**src/core/bbs_pkg.sv**
```systemverilog
// Contract
// Safety switch inputs watched always; active is fault
// Valve and vent feedback must follow outputs
// Flow required only while pump runs
// Igniter current expected 18 s after on
// Flame expected 5 s after gas on
// Central: idle, precirc, heat, postcirc, fault states
// Idle: standby lit, outputs off, pump if continuous
// Precirc: running lit, vent/valve on, cold purge
// Heat: stage one first, others in order
// Soft fault: outputs off, pump postcirc, alarm, service
// Soft fault exits: hour, link, select, limit cleared
// Hard fault: service flashes, exit on select only
// Stage runs purge, ignite, flame, heat, postpurge
// Three tries with inter-purge, then stage error
// Prepurge 10 s, 34 s cold, skipped without blower
// Igniter 18-20 s, needs current, else trial fails
// Gas relay confirmed 1.5 s after valve opens; code checks at RELAY_CHECK_S, 2 s rounded up
// Flame sensed within 5 s, else trial fails
// Stage heats until call drops, faults to error
// Inter-purge: gas, igniter off, blower 15 s
// Postpurge: blower 25 s, or idle at once
// Stage error reports code until central clears
// Durations counted in seconds from divided tick
package bbs_pkg;
	localparam int unsigned CLK_HZ = 200_000_000;
	localparam int unsigned TICK_CYCLES = CLK_HZ;
	// Register offsets
	localparam logic [7:0] CTRL_OFF = 8'h00;
	localparam logic [7:0] STATUS_OFF = 8'h04;
	localparam logic [7:0] STAGE_ERR_OFF = 8'h08;
	localparam logic [7:0] LOG_OFF = 8'h0C;
	// Control fields
	localparam int CTRL_TRIES_BIT = 0;
	localparam int CTRL_POST_LSB = 1;
	localparam int CTRL_VENT_BIT = 3;
	localparam int CTRL_ISO_BIT = 4;
	localparam int CTRL_ACT_LSB = 8;
	localparam int CTRL_BLW_LSB = 12;
	localparam int CTRL_DEM_LSB = 16;
	localparam logic [31:0] CTRL_RESET = 32'h0000_1119;
	localparam logic [1:0] POST_CONT = 2'h3;
	localparam logic [1:0] RESP_OKAY = 2'h0;
	localparam logic [1:0] RESP_DECERR = 2'h3;
	// Stage durations in seconds (relay check given in ms)
	localparam logic [5:0] PREPURGE_S = 6'd10;
	localparam logic [5:0] COLD_PURGE_S = 6'd34;
	localparam logic [5:0] IGN_MIN_S = 6'd18;
	localparam logic [5:0] IGN_MAX_S = 6'd20;
	localparam int RELAY_CHECK_MS = 1500;
	localparam logic [5:0] RELAY_CHECK_S = 6'((RELAY_CHECK_MS + 999) / 1000);
	localparam logic [5:0] FLAME_WAIT_S = 6'd5;
	localparam logic [5:0] INTERPURGE_S = 6'd15;
	localparam logic [5:0] POSTPURGE_S = 6'd25;
	localparam logic [5:0] IGN_CUR_EXPECT_S = 6'd18;
	localparam logic [5:0] FLAME_EXPECT_S = 6'd5;
	localparam logic [1:0] TRIES_MAX = 2'd3;
	// Central durations in seconds
	localparam logic [11:0] POST_45_S = 12'd45;
	localparam logic [11:0] POST_90_S = 12'd90;
	localparam logic [11:0] POST_180_S = 12'd180;
	localparam logic [11:0] SOFT_RETRY_S = 12'd3600;
	localparam logic [11:0] FB_SETTLE_S = 12'd2;
	// Central fault codes
	localparam logic [3:0] FLT_NONE = 4'h0;
	localparam logic [3:0] FLT_OVERTEMP = 4'h1;
	localparam logic [3:0] FLT_LOW_WATER = 4'h2;
	localparam logic [3:0] FLT_FLUE = 4'h3;
	localparam logic [3:0] FLT_GAS_LOW = 4'h4;
	localparam logic [3:0] FLT_HIGH_LIMIT = 4'h5;
	localparam logic [3:0] FLT_GAS_HIGH = 4'h6;
	localparam logic [3:0] FLT_ISO_FB = 4'h7;
	localparam logic [3:0] FLT_VENT_FB = 4'h8;
	localparam logic [3:0] FLT_FLOW = 4'h9;
	localparam logic [3:0] FLT_COMM = 4'hA;
	localparam logic [3:0] FLT_STAGE = 4'hB;
	// Stage error codes
	localparam logic [1:0] SERR_NONE = 2'h0;
	localparam logic [1:0] SERR_IGNITION = 2'h1;
	localparam logic [1:0] SERR_IGN_CUR = 2'h2;
	localparam logic [1:0] SERR_FLAME = 2'h3;
	typedef enum logic [2:0] {
		CC_IDLE, CC_PRECIRC, CC_HEAT, CC_POSTCIRC, CC_SOFT, CC_HARD
	} bbs_cc_state_t;
	typedef enum logic [3:0] {
		ST_IDLE, ST_PREPURGE, ST_IGNITE, ST_GAS_PROVE, ST_FLAME_WAIT,
		ST_HEATING, ST_INTERPURGE, ST_POSTPURGE, ST_ERROR
	} bbs_st_state_t;
endpackage

```
**src/core/bbs_sequencer.sv**
```systemverilog
// Implementation choices: the register addresses and the AXI4-Lite register port.
`timescale 1ns/1ps
module bbs_sequencer #(
	parameter int unsigned TICK_CYCLES = bbs_pkg::TICK_CYCLES,
	parameter int STAGES = 4
) (
	// Clock and reset
	input wire logic core_clk,
	input wire logic reset,
	// Register bus
	input wire logic [7:0] s_axi_awaddr,
	input wire logic s_axi_awvalid,
	output logic s_axi_awready,
	input wire logic [31:0] s_axi_wdata,
	input wire logic [3:0] s_axi_wstrb,
	input wire logic s_axi_wvalid,
	output logic s_axi_wready,
	output logic [1:0] s_axi_bresp,
	output logic s_axi_bvalid,
	input wire logic s_axi_bready,
	input wire logic [7:0] s_axi_araddr,
	input wire logic s_axi_arvalid,
	output logic s_axi_arready,
	output logic [31:0] s_axi_rdata,
	output logic [1:0] s_axi_rresp,
	output logic s_axi_rvalid,
	input wire logic s_axi_rready,
	// Safety and feedback switches, high when true
	input wire logic overtemp_cutoff_switch,
	input wire logic low_water_cutoff,
	input wire logic flue_blocked,
	input wire logic gas_pressure_low,
	input wire logic outlet_high_limit,
	input wire logic gas_pressure_high,
	input wire logic isolation_valve_feedback,
	input wire logic vent_feedback,
	input wire logic water_flow,
	input wire logic thermostat_closed,
	input wire logic comm_lost,
	input wire logic outlet_below_reset,
	// User panel
	input wire logic user_select_key,
	input wire logic error_screen_shown,
	// Stage sensing
	input wire logic [STAGES-1:0] igniter_current_ok,
	input wire logic [STAGES-1:0] flame_sensed,
	input wire logic [STAGES-1:0] gas_relay_feedback,
	// Central outputs
	output logic pump_on,
	output logic vent_output,
	output logic isolation_valve_output,
	output logic alarm_output,
	output logic led_standby,
	output logic led_running,
	output logic led_service,
	output logic fault_log_strobe,
	output logic [3:0] fault_log_code,
	// Stage outputs
	output logic [STAGES-1:0] blower_on,
	output logic [STAGES-1:0] igniter_on,
	output logic [STAGES-1:0] gas_valve_on
);
	import bbs_pkg::*;

	localparam int IN_W = 14 + 3 * STAGES;
	localparam int TW = $clog2(TICK_CYCLES + 1);

	// Pin synchronisers
	logic [IN_W-1:0] sync1;
	logic [IN_W-1:0] sync2;
	always_ff @(posedge core_clk or posedge reset) begin
		if (reset) begin
			sync1 <= '0;
			sync2 <= '0;
		end else begin
			sync1 <= {overtemp_cutoff_switch, low_water_cutoff, flue_blocked,
				gas_pressure_low, outlet_high_limit, gas_pressure_high,
				isolation_valve_feedback, vent_feedback, water_flow,
				thermostat_closed, comm_lost, outlet_below_reset,
				user_select_key, error_screen_shown, igniter_current_ok,
				flame_sensed, gas_relay_feedback};
			sync2 <= sync1;
		end
	end
	logic s_ot, s_lw, s_flue, s_glow, s_hl, s_ghigh, s_isofb, s_ventfb;
	logic s_flow, s_tstat, s_comm, s_below, s_sel, s_screen;
	logic [STAGES-1:0] s_icur, s_flame, s_relay;
	assign {s_ot, s_lw, s_flue, s_glow, s_hl, s_ghigh, s_isofb, s_ventfb,
		s_flow, s_tstat, s_comm, s_below, s_sel, s_screen, s_icur,
		s_flame, s_relay} = sync2;

	// One-second tick
	logic [TW-1:0] tick_cnt, next_tick_cnt;
	logic tick;
	always_comb begin
		tick = (tick_cnt == TW'(TICK_CYCLES - 1));
		next_tick_cnt = tick ? '0 : tick_cnt + 1'b1;
	end
	always_ff @(posedge core_clk or posedge reset) begin
		if (reset)
			tick_cnt <= '0;
		else
			tick_cnt <= next_tick_cnt;
	end

	// Register bus
	logic aw_held, next_aw_held, w_held, next_w_held;
	logic [7:0] aw_addr, next_aw_addr;
	logic [31:0] w_data, next_w_data, ctrl, next_ctrl;
	logic [31:0] rd_mux, next_rdata;
	logic [3:0] w_strb, next_w_strb;
	logic next_bvalid, next_rvalid;
	logic [1:0] next_bresp, next_rresp;
	logic [31:0] status_word, stage_err_word;
	assign s_axi_awready = !aw_held;
	assign s_axi_wready = !w_held;
	assign s_axi_arready = !s_axi_rvalid;
	always_comb begin
		next_aw_held = aw_held;
		next_aw_addr = aw_addr;
		next_w_held = w_held;
		next_w_data = w_data;
		next_w_strb = w_strb;
		next_bvalid = s_axi_bvalid && !s_axi_bready;
		next_bresp = s_axi_bresp;
		next_ctrl = ctrl;
		next_rvalid = s_axi_rvalid && !s_axi_rready;
		next_rdata = s_axi_rdata;
		next_rresp = s_axi_rresp;
		if (s_axi_awvalid && !aw_held) begin
			next_aw_held = 1'b1;
			next_aw_addr = s_axi_awaddr;
		end
		if (s_axi_wvalid && !w_held) begin
			next_w_held = 1'b1;
			next_w_data = s_axi_wdata;
			next_w_strb = s_axi_wstrb;
		end
		if (aw_held && w_held && !s_axi_bvalid) begin
			next_aw_held = 1'b0;
			next_w_held = 1'b0;
			next_bvalid = 1'b1;
			next_bresp = RESP_OKAY;
			case (aw_addr)
				CTRL_OFF: begin
					for (int b = 0; b < 4; b++)
						if (w_strb[b])
							next_ctrl[b*8 +: 8] = w_data[b*8 +: 8];
				end
				STATUS_OFF, STAGE_ERR_OFF, LOG_OFF: ;
				default: next_bresp = RESP_DECERR;
			endcase
		end
		case (s_axi_araddr)
			CTRL_OFF: rd_mux = ctrl;
			STATUS_OFF: rd_mux = status_word;
			STAGE_ERR_OFF: rd_mux = stage_err_word;
			LOG_OFF: rd_mux = {28'h0000000, fault_log_code};
			default: rd_mux = 32'h0000_0000;
		endcase
		if (s_axi_arvalid && !s_axi_rvalid) begin
			next_rvalid = 1'b1;
			next_rdata = rd_mux;
			next_rresp = (s_axi_araddr == CTRL_OFF ||
				s_axi_araddr == STATUS_OFF ||
				s_axi_araddr == STAGE_ERR_OFF ||
				s_axi_araddr == LOG_OFF) ? RESP_OKAY : RESP_DECERR;
		end
	end
	always_ff @(posedge core_clk or posedge reset) begin
		if (reset) begin
			aw_held <= 1'b0;
			aw_addr <= 8'h00;
			w_held <= 1'b0;
			w_data <= 32'h0000_0000;
			w_strb <= 4'h0;
			s_axi_bvalid <= 1'b0;
			s_axi_bresp <= RESP_OKAY;
			ctrl <= CTRL_RESET;
			s_axi_rvalid <= 1'b0;
			s_axi_rdata <= 32'h0000_0000;
			s_axi_rresp <= RESP_OKAY;
		end else begin
			aw_held <= next_aw_held;
			aw_addr <= next_aw_addr;
			w_held <= next_w_held;
			w_data <= next_w_data;
			w_strb <= next_w_strb;
			s_axi_bvalid <= next_bvalid;
			s_axi_bresp <= next_bresp;
			ctrl <= next_ctrl;
			s_axi_rvalid <= next_rvalid;
			s_axi_rdata <= next_rdata;
			s_axi_rresp <= next_rresp;
		end
	end

	// Configuration fields
	logic three_tries, vent_en, iso_en, post_cont;
	logic [1:0] post_sel;
	logic [3:0] stage_active, stage_blower;
	logic [2:0] demand;
	logic [11:0] post_time;
	always_comb begin
		three_tries = ctrl[CTRL_TRIES_BIT];
		post_sel = ctrl[CTRL_POST_LSB +: 2];
		vent_en = ctrl[CTRL_VENT_BIT];
		iso_en = ctrl[CTRL_ISO_BIT];
		stage_active = ctrl[CTRL_ACT_LSB +: 4];
		stage_blower = ctrl[CTRL_BLW_LSB +: 4];
		demand = ctrl[CTRL_DEM_LSB +: 3];
		post_cont = (post_sel == POST_CONT);
		case (post_sel)
			2'h1: post_time = POST_90_S;
			2'h2: post_time = POST_180_S;
			default: post_time = POST_45_S;
		endcase
	end

	// Stage command and status lines
	logic [STAGES-1:0] st_call, st_cold, st_heating, st_purge_done;
	logic [STAGES-1:0] st_error;
	logic [4*STAGES-1:0] st_code;
	logic [2*STAGES-1:0] st_err_code;
	logic st_shutdown, st_clear;

	for (genvar i = 0; i < STAGES; i++) begin : g_stage
		bbs_st_state_t state, next_state;
		logic [5:0] cnt, next_cnt, ign_secs, next_ign_secs;
		logic [5:0] gas_secs, next_gas_secs, purge_len;
		logic [1:0] tries, next_tries, err, next_err, mon_err, ign_d, gas_d;
		logic cold, next_cold, fail, has_blw;
		logic next_blw, next_ign, next_gas;
		always_comb begin
			has_blw = stage_blower[i];
			next_state = state;
			next_tries = tries;
			next_cold = cold;
			next_err = err;
			fail = 1'b0;
			purge_len = cold ? COLD_PURGE_S : PREPURGE_S;
			mon_err = SERR_NONE;
			if (!ign_d[1] && s_icur[i])
				mon_err = SERR_IGN_CUR;
			else if (igniter_on[i] && ign_secs >= IGN_CUR_EXPECT_S &&
				!s_icur[i] && state != ST_IGNITE)
				mon_err = SERR_IGN_CUR;
			else if (!gas_d[1] && s_flame[i])
				mon_err = SERR_FLAME;
			else if (gas_valve_on[i] && gas_secs >= FLAME_EXPECT_S &&
				!s_flame[i] && state != ST_FLAME_WAIT)
				mon_err = SERR_FLAME;
			case (state)
				ST_IDLE: begin
					if (st_cold[i] || st_call[i]) begin
						next_cold = st_cold[i];
						next_tries = 2'd0;
						next_state = ST_PREPURGE;
					end
				end
				ST_PREPURGE: begin
					if (!has_blw || cnt >= purge_len)
						next_state = cold ? ST_IDLE : ST_IGNITE;
					else if (!cold && !st_call[i])
						next_state = ST_POSTPURGE;
				end
				ST_IGNITE: begin
					if (cnt >= IGN_MIN_S && s_icur[i])
						next_state = ST_GAS_PROVE;
					else if (cnt >= IGN_MAX_S)
						fail = 1'b1;
				end
				ST_GAS_PROVE: begin
					if (cnt >= RELAY_CHECK_S) begin
						if (s_relay[i])
							next_state = ST_FLAME_WAIT;
						else
							fail = 1'b1;
					end
				end
				ST_FLAME_WAIT: begin
					if (s_flame[i])
						next_state = ST_HEATING;
					else if (cnt >= FLAME_WAIT_S)
						fail = 1'b1;
				end
				ST_HEATING: begin
					if (!st_call[i])
						next_state = ST_POSTPURGE;
				end
				ST_INTERPURGE: begin
					if (cnt >= INTERPURGE_S)
						next_state = ST_IGNITE;
				end
				ST_POSTPURGE: begin
					if (!has_blw || cnt >= POSTPURGE_S)
						next_state = ST_IDLE;
				end
				ST_ERROR: begin
					if (st_clear) begin
						next_state = ST_IDLE;
						next_err = SERR_NONE;
					end
				end
				default: next_state = ST_IDLE;
			endcase
			if (fail) begin
				if (three_tries && tries + 2'd1 < TRIES_MAX) begin
					next_tries = tries + 2'd1;
					next_state = ST_INTERPURGE;
				end else begin
					next_err = SERR_IGNITION;
					next_state = ST_ERROR;
				end
			end
			if (state != ST_ERROR && mon_err != SERR_NONE) begin
				next_err = mon_err;
				next_state = ST_ERROR;
			end else if (state != ST_ERROR && st_shutdown)
				next_state = ST_IDLE;
			if (next_state != state)
				next_cnt = 6'd0;
			else
				next_cnt = (tick && cnt != 6'h3F) ? cnt + 6'd1 : cnt;
			next_blw = has_blw && next_state != ST_IDLE &&
				next_state != ST_ERROR;
			next_ign = next_state == ST_IGNITE ||
				next_state == ST_GAS_PROVE ||
				next_state == ST_FLAME_WAIT;
			next_gas = next_state == ST_GAS_PROVE ||
				next_state == ST_FLAME_WAIT ||
				next_state == ST_HEATING;
			next_ign_secs = !igniter_on[i] ? 6'd0 :
				(tick && ign_secs != 6'h3F) ? ign_secs + 6'd1 : ign_secs;
			next_gas_secs = !gas_valve_on[i] ? 6'd0 :
				(tick && gas_secs != 6'h3F) ? gas_secs + 6'd1 : gas_secs;
		end
		always_ff @(posedge core_clk or posedge reset) begin
			if (reset) begin
				state <= ST_IDLE;
				cnt <= 6'd0;
				ign_secs <= 6'd0;
				gas_secs <= 6'd0;
				tries <= 2'd0;
				err <= SERR_NONE;
				cold <= 1'b0;
				ign_d <= 2'd0;
				gas_d <= 2'd0;
				blower_on[i] <= 1'b0;
				igniter_on[i] <= 1'b0;
				gas_valve_on[i] <= 1'b0;
			end else begin
				state <= next_state;
				cnt <= next_cnt;
				ign_secs <= next_ign_secs;
				gas_secs <= next_gas_secs;
				tries <= next_tries;
				err <= next_err;
				cold <= next_cold;
				ign_d <= {ign_d[0], igniter_on[i]};
				gas_d <= {gas_d[0], gas_valve_on[i]};
				blower_on[i] <= next_blw;
				igniter_on[i] <= next_ign;
				gas_valve_on[i] <= next_gas;
			end
		end
		assign st_heating[i] = (state == ST_HEATING);
		assign st_error[i] = (state == ST_ERROR);
		assign st_purge_done[i] = cold && state == ST_PREPURGE &&
			next_state == ST_IDLE;
		assign st_code[i*4 +: 4] = state;
		assign st_err_code[i*2 +: 2] = err;
	end

	// Central controller
	bbs_cc_state_t cc_state, next_cc_state;
	logic [11:0] sec, next_sec;
	logic [3:0] fault_code, next_fault_code, fault_src, next_log_code;
	logic [3:0] cold_done, next_cold_done;
	logic flash, next_flash, sel_prev, sel_press, exit_fault;
	logic heat_req, hard_cond, soft_cond, in_fault, fb_window;
	logic next_pump, next_vent, next_iso, next_alarm;
	logic next_standby, next_running, next_service;
	always_comb begin
		heat_req = s_tstat && demand != 3'd0;
		in_fault = cc_state == CC_SOFT || cc_state == CC_HARD;
		fb_window = sec >= FB_SETTLE_S;
		sel_press = s_sel && !sel_prev && s_screen;
		fault_src = FLT_NONE;
		if (s_ot)
			fault_src = FLT_OVERTEMP;
		else if (s_lw)
			fault_src = FLT_LOW_WATER;
		else if (s_flue)
			fault_src = FLT_FLUE;
		else if (s_ghigh)
			fault_src = FLT_GAS_HIGH;
		else if (|st_error)
			fault_src = FLT_STAGE;
		else if (fb_window && s_isofb != isolation_valve_output)
			fault_src = FLT_ISO_FB;
		else if (fb_window && s_ventfb != vent_output)
			fault_src = FLT_VENT_FB;
		else if (s_glow)
			fault_src = FLT_GAS_LOW;
		else if (s_hl)
			fault_src = FLT_HIGH_LIMIT;
		else if (fb_window && pump_on && !s_flow)
			fault_src = FLT_FLOW;
		else if (s_comm)
			fault_src = FLT_COMM;
		soft_cond = fault_src >= FLT_GAS_LOW && fault_src != FLT_STAGE &&
			fault_src != FLT_ISO_FB && fault_src != FLT_VENT_FB;
		hard_cond = fault_src != FLT_NONE && !soft_cond;
		exit_fault = 1'b0;
		next_cc_state = cc_state;
		next_fault_code = fault_code;
		next_cold_done = cold_done | st_purge_done;
		case (cc_state)
			CC_IDLE: begin
				next_cold_done = 4'h0;
				if (heat_req)
					next_cc_state = CC_PRECIRC;
			end
			CC_PRECIRC: begin
				if (!heat_req)
					next_cc_state = CC_POSTCIRC;
				else if (&(cold_done | ~stage_active))
					next_cc_state = CC_HEAT;
			end
			CC_HEAT: begin
				if (!heat_req)
					next_cc_state = CC_POSTCIRC;
			end
			CC_POSTCIRC: begin
				if (sec >= post_time)
					next_cc_state = CC_IDLE;
			end
			CC_SOFT: begin
				if (hard_cond) begin
					next_cc_state = CC_HARD;
					next_fault_code = fault_src;
				end else if (sec >= SOFT_RETRY_S || sel_press ||
					(fault_code == FLT_COMM && !s_comm) ||
					(fault_code == FLT_HIGH_LIMIT && s_below))
					exit_fault = 1'b1;
			end
			CC_HARD: begin
				if (sel_press)
					exit_fault = 1'b1;
			end
			default: next_cc_state = CC_IDLE;
		endcase
		if (!in_fault && fault_src != FLT_NONE) begin
			next_cc_state = hard_cond ? CC_HARD : CC_SOFT;
			next_fault_code = fault_src;
		end
		next_log_code = fault_log_code;
		if (exit_fault) begin
			next_cc_state = CC_IDLE;
			next_fault_code = FLT_NONE;
			next_log_code = fault_code;
		end
		if (next_cc_state != cc_state)
			next_sec = 12'd0;
		else
			next_sec = (tick && sec != 12'hFFF) ? sec + 12'd1 : sec;
		next_flash = tick ? !flash : flash;
		next_standby = next_cc_state == CC_IDLE;
		next_running = next_cc_state == CC_PRECIRC ||
			next_cc_state == CC_HEAT ||
			next_cc_state == CC_POSTCIRC;
		next_service = next_cc_state == CC_SOFT ||
			(next_cc_state == CC_HARD && next_flash);
		next_alarm = next_cc_state == CC_SOFT ||
			next_cc_state == CC_HARD;
		next_vent = vent_en && (next_cc_state == CC_PRECIRC ||
			next_cc_state == CC_HEAT);
		next_iso = iso_en && (next_cc_state == CC_PRECIRC ||
			next_cc_state == CC_HEAT);
		next_pump = post_cont || next_cc_state == CC_PRECIRC ||
			next_cc_state == CC_HEAT ||
			(next_cc_state != CC_IDLE && next_sec < post_time);
		st_shutdown = in_fault;
		st_clear = exit_fault;
		for (int i = 0; i < STAGES; i++) begin
			st_cold[i] = cc_state == CC_PRECIRC && stage_active[i] &&
				!cold_done[i];
			st_call[i] = cc_state == CC_HEAT && stage_active[i] &&
				i < int'(demand) &&
				(i == 0 || st_heating[i-1] || st_call[i-1] &&
				!st_heating[i-1] && 1'b0);
		end
	end
	always_ff @(posedge core_clk or posedge reset) begin
		if (reset) begin
			cc_state <= CC_IDLE;
			sec <= 12'd0;
			fault_code <= FLT_NONE;
			cold_done <= 4'h0;
			flash <= 1'b0;
			sel_prev <= 1'b0;
			fault_log_strobe <= 1'b0;
			fault_log_code <= FLT_NONE;
			pump_on <= 1'b0;
			vent_output <= 1'b0;
			isolation_valve_output <= 1'b0;
			alarm_output <= 1'b0;
			led_standby <= 1'b0;
			led_running <= 1'b0;
			led_service <= 1'b0;
		end else begin
			cc_state <= next_cc_state;
			sec <= next_sec;
			fault_code <= next_fault_code;
			cold_done <= next_cold_done;
			flash <= next_flash;
			sel_prev <= s_sel;
			fault_log_strobe <= exit_fault;
			fault_log_code <= next_log_code;
			pump_on <= next_pump;
			vent_output <= next_vent;
			isolation_valve_output <= next_iso;
			alarm_output <= next_alarm;
			led_standby <= next_standby;
			led_running <= next_running;
			led_service <= next_service;
		end
	end

	// Read-back words
	assign status_word = {st_code, 8'h00, fault_code, 1'b0, cc_state};
	assign stage_err_word = {24'h000000, st_err_code};
endmodule

```
**config.mk**
```make
export PLATFORM = sky130hd
export DESIGN_NAME = bbs_sequencer
export DESIGN_NICKNAME = d
export VERILOG_FILES = /design/src/core/bbs_pkg.sv /design/src/core/bbs_sequencer.sv
export SDC_FILE = /design/constraint.sdc
export NUM_CORES = 1
export LEC_CHECK = 0
export BUFFER_PORTS_ARGS = -buffer_cell sky130_fd_sc_hd__buf_2
export CAP_MARGIN = 40
export CORE_MARGIN = 5
export CORE_UTILIZATION = 60
export CTS_CLUSTER_DIAMETER = 100
export DETAILED_ROUTE_END_ITERATION = 16
export PLACE_DENSITY = 0.83
export SLEW_MARGIN = 20
export SYNTH_ARGS = -nofsm -noshare
export SYNTH_HDL_FRONTEND = slang
export SYNTH_SLANG_ARGS = --single-unit
```
**constraint.sdc**
```tcl
create_clock -name core_clk -period 14.3 [get_ports core_clk]
set_input_delay 0.715 -clock core_clk [delete_from_list [all_inputs] [get_ports core_clk]]
set_output_delay 0.715 -clock core_clk [all_outputs]
set_load 0.005 [all_outputs]
```
Yosys cells after proc, flatten, opt, wreduce, memory -nomap -nowiden:

Index checks and enable logic that the tools add are counted.

* bits in registers: 369
* output and inout port bits: 65
* input bits: 85
* latch bits: 0
* memory bits (writable): 0
* memories kept: 0
* ROM bits: 0

* multiply operators: 0
* shift operators: 0
* multiplexer cells: 220
* bitwise gates (word level): 3
* eq/ne operators: 117
* $add $sub $neg: 18
* magnitude comparators: 49
* reduce and logical (&&, ||, !) cells: 254
* div/mod/pow operators: 0

Operators by type and width (count)
* two-way mux 4 bit: 76
* two-way mux 6 bit: 28
* case mux 4 bit (9 select lines): 4
* case mux 32 bit (4 select lines): 1
* logical AND 1 bit: 125
* two-way mux 2 bit: 58
* == test 4 x 3 -> 1 bit, second input constant: 25
* greater-or-equal comparator 6 x 5 -> 1 bit, second input constant: 16
* adder 6 x 1 -> 6 bit, second input constant: 12
* != test 6 bit, second input constant: 12
* == test 4 x 2 -> 1 bit, second input constant: 16
* greater-or-equal comparator 6 x 3 -> 1 bit, second input constant: 8
* logical NOT 1 bit: 44
* logical OR 1 bit: 42
* != test 4 bit, second input constant: 10
* two-way mux 1 bit: 35
* == test 8 x 4 -> 1 bit, second input constant: 4
* logical NOT 4 bit: 8
* adder 28 x 1 -> 28 bit, second input constant: 1
* == test 28 bit, second input constant: 1
* two-way mux 28 bit: 1
* greater-or-equal comparator 6 x 2 -> 1 bit, second input constant: 4
* greater-or-equal comparator 6 x 4 -> 1 bit, second input constant: 4
* greater-or-equal comparator 6 bit: 4
* other kinds (42): 122

Logic depth before layout (Yosys ltp):

* depth after elaboration: 30
* gate-level depth with buffers: 19
* depth with buffers taken out: 18

Worst setup path after synthesis:

OpenSTA, ideal clock, no wires.

* path kind: register to register
* start point: reg sec[0]
* end point: reg pump_on
* stages on the path, launching flop included: 17
* setup time: 0.116 ns
* data arrival time: 3.799 ns
* buffers on the path: 1
* slack: 10.385 ns
* path through: dfrtp_1 -> inv_1 -> ha_1 -> nor4_2 -> a31oi_1 -> or3b_1 -> a41o_1 -> or2_2 -> o2111ai_1 -> a22o_1 -> buf_2 -> nor2_1 -> ha_1 -> and4_1 -> a21oi_1 -> o211ai_1 -> o311ai_0

* longest elaborated chain between the ends: 28

Ends and longest elaborated chain
* start: declaration: RTL line bbs_sequencer.sv:377 `logic [11:0] sec, next_sec;`
* start signal: assignment: RTL line bbs_sequencer.sv:514 `sec <= next_sec;`
* greater-or-equal comparator 12 x 2 -> 1 bit: RTL line bbs_sequencer.sv:387 `fb_window = sec >= FB_SETTLE_S;`
* logical AND 1 bit (2 in series): RTL line bbs_sequencer.sv:408 `else if (fb_window && pump_on && !s_flow)`
* two-way mux 4 bit: RTL line bbs_sequencer.sv:408
* two-way mux 4 bit: RTL line bbs_sequencer.sv:406 `else if (s_hl)`
* two-way mux 4 bit: RTL line bbs_sequencer.sv:404 `else if (s_glow)`
* two-way mux 4 bit: RTL line bbs_sequencer.sv:402 `else if (fb_window && s_ventfb != vent_output)`
* two-way mux 4 bit: RTL line bbs_sequencer.sv:400 `else if (fb_window && s_isofb != isolation_valve_output)`
* two-way mux 4 bit: RTL line bbs_sequencer.sv:398 `else if (|st_error)`
* [13 not listed]
* two-way mux 3 bit: RTL line bbs_sequencer.sv:459 `if (exit_fault) begin`
* != test 3 bit: RTL line bbs_sequencer.sv:464 `if (next_cc_state != cc_state)`
* two-way mux 12 bit *: RTL line bbs_sequencer.sv:464
* named net next_sec[7]: RTL line bbs_sequencer.sv:377
* less-than comparator 12 bit *: RTL line bbs_sequencer.sv:483 `(next_cc_state != CC_IDLE && next_sec < post_time);`
* logical AND 1 bit *: RTL line bbs_sequencer.sv:483
* logical OR 1 bit *: RTL line bbs_sequencer.sv:482 `next_cc_state == CC_HEAT ||`
* named net next_pump: RTL line bbs_sequencer.sv:382 `logic next_pump, next_vent, next_iso, next_alarm;`
* end signal: assignment: RTL line bbs_sequencer.sv:521 `pump_on <= next_pump;`
* end: declaration: RTL line bbs_sequencer.sv:49 `output logic pump_on,`

Mark *: on every way through the listed nets, which the timed path passes. The rest lies on a longest branch.
A chain may end at the register's enable or synchronous reset.

Final worst setup path:

Same ends and word-level chain as after synthesis.

==> implementation parameters <==
Parameter                              Value

Status
  Result of the run    completed

STA
  Unrepaired setup endpoints after global routing    no
  Max-slew headroom at the worst pin    33.73%
  Final max-slew violation count    0
  Final Skew    0.01890 ns
  Setup violations, final    0
  Number of hold-slack violations in the final timing report    0
  Worst-Margin Slew    0.9941 ns
  Final worst-path cycle share    32.27%
  Minimum period implied by the final worst setup slack    4.615 ns
  F_max    216.7 MHz
  Worst setup margin    9.685 ns
  Final TNS setup    0 ns

Floorplan
  Row count    63
  X dimension of the die    184.3 um
  Initial Utilization    61.16%
  Area of the die    33960 sq um
  Die Span Y    184.3 um
  Core Footprint    29800 sq um
  Ports placed on the boundary    150

Worst setup path
  Slowest library cell on the worst path    sky130_fd_sc_hd__a22o_1
  Top fanout value on the critical path    14
  WS Path Type    reg2reg
  CP Data Arrival Time    5.02 ns
  Start of the worst register-to-register path    sec[0]$_DFF_PP0_
  Capture point of the worst reg-to-reg path    pump_on$_DFF_PP0_
  Depth of the most critical reg-to-reg path    16
  Worst path cell trace    inv_1, ha_1, nor4_2, a31o_2, o21ai_0, o31ai_1, a31oi_1, o2111ai_1, a22o_1, nor2_1, ha_1, a21oi_1, nor2b_1, o21ai_0, o211ai_1, o311ai_0
  Type of origin of the critical path    flip-flop
  Data required time at the worst endpoint    14.70 ns
  Peak per-stage delay on the critical path    0.56 ns
  Setup slack of the worst register-to-register path    9.69 ns
  Worst Setup End Kind    flip-flop

Clock network
  CTS tree    done
  Count of cells resized by post-cts repair    0
  Cts-stage hold buffer count    0
  Post CTS Setup Buffer Count    0
  Clock sink count    367
  Root cell of the clock tree    sky130_fd_sc_hd__clkbuf_16
  Clk slew on worst S/H paths    0.06 ns
  Number of buffers created by CTS    38
  Clock Path Buffers    3
  H-tree depth    2
  Clock insertion delay at the later pin of the skew report    0.53 ns

Global routing
  Tot GR Track Use    26.67%
  Via count of the first global-routing pass    13890
  Total congestion overflow    0
  Global-route wire length before repair    73.11 mm
  Pin count of the biggest net entering global routing    180
  Initial antenna violation count    1

Power
  Net Sw Frac    28.02%
  Proportion of power drawn by flip-flops and latches    48.7%
  Maximum vdd ir drop    0.00009834 V
  Internal Power    1857 uW
  Net load switching power    723.0 uW
  Power density relative to cell area    125.7 nW/um^2
  Proportion of power drawn by combinational gates    14.9%
  Share of power burned in the clock network    36.4%
  P_leak    0.009461 uW

Synth
  Share of synthesized cell area in and, or, nand and nor gates    17.93%
  Netlist Area Pre-Place    18220 sq um
  Mux cell area share after synthesis    7.216%
  Compound-cell area share of the yosys netlist    11.93%
  Main synth FF type    sky130_fd_sc_hd__dfrtp_1
  Post-synth net total    1885
  Post-synth EDFFs    0
  Post-Synth Adder-Cell Area    4.737%
  Number of synthesized register bits    367
  Synthesis warning total    0
  Count of different cell masters after synthesis    95
  Combinational family with the most area after synthesis    simple AND/OR/NAND/NOR gates
  Synth Area in XOR/XNOR    4.614%
  Post-synthesis sequential area ratio    50.43%
  Fraction of registers with async set/reset    100.0%
  Synthesized instance count    1731
  Average footprint of a synthesized cell    10.53 sq um

Finish
  Flip-flop and latch area    9190 sq um
  Most common cell after layout, fill and taps aside    sky130_fd_sc_hd__dfrtp_1
  Antenna fix cells    0
  Synthesis-to-layout area growth    12.62%
  Layout cell share with drive strength beyond 1    18.10%
  Layout Nets    2022
  Non-filler cells in the finished layout    2285
  Multi-input logic area    8467 sq um
  Final non-filler cell area    20520 sq um
  Total of fill cells in the finished design    2160
  Commonest cells after routing, fill and taps aside    sky130_fd_sc_hd__dfrtp_1, sky130_fd_sc_hd__nand2_1, sky130_fd_sc_hd__buf_2

Placed design
  Worst setup timing slack at the placement stage    9.744 ns
  GPL Wtd Cong    0.9460
  Dpl cells    2217
  IO buf count    149
  Cell area after placement    19310 sq um
  Detailed-placement wirelength estimate    31.95 mm

Drt
  Vias per Instance    6.042
  First drt pass iteration count    6
  Via Count    13810
  Final wirelength    45.15 mm
  DRC Markers    0
  Number of DRC markers in iteration 0    1373
  Wire length per cell after detailed routing    19.76 um
  Count of antenna-violating nets left after detailed routing    0

Worst hold path
  Hold/Removal Path Class    in2async

Run
  # Max-Cap Violations    0
## state kept, by name, indices dropped and copies added (netlist names), 12 cells and up
register,flops
ctrl,32
s_axi_rdata,32
w_data,32
tick_cnt,28
sync1,26
sync2,26
g_stage.cnt,24
g_stage.gas_secs,24
g_stage.ign_secs,24
g_stage.state,16
sec,12
## routing by layer
metal | vias up | global-route usage (%) | part of all wire, %
li1 | 6398 | - | -
met1 | 6777 | 35.98 | 42
met2 | 513 | 43.55 | 47
met3 | 117 | 5.506 | 7.3
met4 | 0 | 8.962 | 3.5
met5 | - | 0 | 0
## cells in the mapped netlist (7+ instances only)
| library cell | n | area share [%] |
|---|---|---|
| sky130_fd_sc_hd__dfrtp_1 | 362 | 50 |
| sky130_fd_sc_hd__nand2_1 | 165 | 3.4 |
| sky130_fd_sc_hd__nor2_1 | 130 | 2.7 |
| sky130_fd_sc_hd__mux2_2 | 81 | 5.0 |
| sky130_fd_sc_hd__o21ai_0 | 80 | 2.2 |
| sky130_fd_sc_hd__inv_1 | 75 | 1.5 |
| sky130_fd_sc_hd__ha_1 | 69 | 4.7 |
| sky130_fd_sc_hd__xnor2_1 | 59 | 2.8 |
| sky130_fd_sc_hd__a21oi_1 | 57 | 1.6 |
| sky130_fd_sc_hd__clkbuf_1 | 43 | 0.89 |
| sky130_fd_sc_hd__nand3_1 | 43 | 1.2 |
| sky130_fd_sc_hd__mux2i_1 | 38 | 2.1 |
| sky130_fd_sc_hd__xor2_1 | 37 | 1.8 |
| sky130_fd_sc_hd__nand2b_1 | 34 | 1.2 |
| sky130_fd_sc_hd__nor2b_1 | 33 | 1.1 |
| sky130_fd_sc_hd__and2_1 | 31 | 1.1 |
| sky130_fd_sc_hd__nor3_1 | 31 | 0.85 |
| sky130_fd_sc_hd__and3_1 | 28 | 0.96 |
| sky130_fd_sc_hd__nand4_1 | 23 | 0.79 |
| sky130_fd_sc_hd__o31ai_1 | 22 | 0.91 |
| sky130_fd_sc_hd__a31oi_1 | 18 | 0.62 |
| sky130_fd_sc_hd__or3_1 | 17 | 0.58 |
| sky130_fd_sc_hd__a211oi_1 | 13 | 0.54 |
| sky130_fd_sc_hd__o211ai_1 | 13 | 0.54 |
| sky130_fd_sc_hd__nor3b_1 | 12 | 0.49 |
| sky130_fd_sc_hd__a21boi_0 | 11 | 0.45 |
| sky130_fd_sc_hd__a21o_1 | 11 | 0.45 |
| sky130_fd_sc_hd__nor4_1 | 11 | 0.38 |
| sky130_fd_sc_hd__o21a_1 | 11 | 0.45 |
| sky130_fd_sc_hd__or4b_1 | 11 | 0.60 |
| sky130_fd_sc_hd__o31a_1 | 9 | 0.43 |
| sky130_fd_sc_hd__buf_2 | 8 | 0.22 |
| sky130_fd_sc_hd__a2111oi_0 | 7 | 0.34 |
| sky130_fd_sc_hd__and4_1 | 7 | 0.34 |
## per-stage QoR
stage | hold WS [ns] | power [uW] | utilization (%)
2_1_floorplan | 0.3312 | 1511 | -
3_3_place_gp | 0.3320 | 1629 | 64.68
3_5_place_dp | 0.3347 | 1650 | 64.81
4_1_cts | 0.2768 | 2592 | 68.79
5_1_grt | 0.2213 | 2690 | 68.88
6_report | 0.1820 | 2580 | 68.88
## worst max-delay path: cells and delay by family (launching register included)
family | cells | cell delay, ns
compound gates | 10 | 2.79
fa+ha+maj | 2 | 0.55
buf+inv | 1 | 0.09
flops | 1 | 0.41
simple gates | 3 | 0.67
## power groups by stage
stage | clock network (uW) | registers, uW | logic [uW]
2_1_floorplan | 0 | 1220 | 292
3_3_place_gp | 0 | 1270 | 364
3_5_place_dp | 0 | 1270 | 377
4_1_cts | 954 | 1260 | 382
5_1_grt | 1000 | 1270 | 421
6_report | 939 | 1260 | 383
## cells by family after synthesis
kind of cell | Yosys count
AOI/OAI and AO/OA | 318
xor gates and xnor gates | 96
adders and majority gates | 69
buffers and inverters | 141
DFF | 367
muxes | 120
and+or+nand+nor | 620
## layout make-up
class	instances	area share [%]
clock buffer	51	5.261
clock inverter	16	0.5121
inverter	76	1.427
multi-input combinational	1223	41.25
sequential	367	44.78
tap	390	2.378
timing repair buffer	162	4.389
## how the worst max path moves through the flow
stage / from / to
2_1_floorplan: reset / alarm_output$_DFF_PP0_
3_3_place_gp: g_stage[1].state[2]$_DFF_PP0_ / pump_on$_DFF_PP0_
3_5_place_dp: sec[0]$_DFF_PP0_ / pump_on$_DFF_PP0_
4_1_cts: sec[0]$_DFF_PP0_ / pump_on$_DFF_PP0_
5_1_grt: sec[0]$_DFF_PP0_ / pump_on$_DFF_PP0_
6_report: sec[0]$_DFF_PP0_ / pump_on$_DFF_PP0_
No activity file was read; power rests on OpenSTA's default activity.
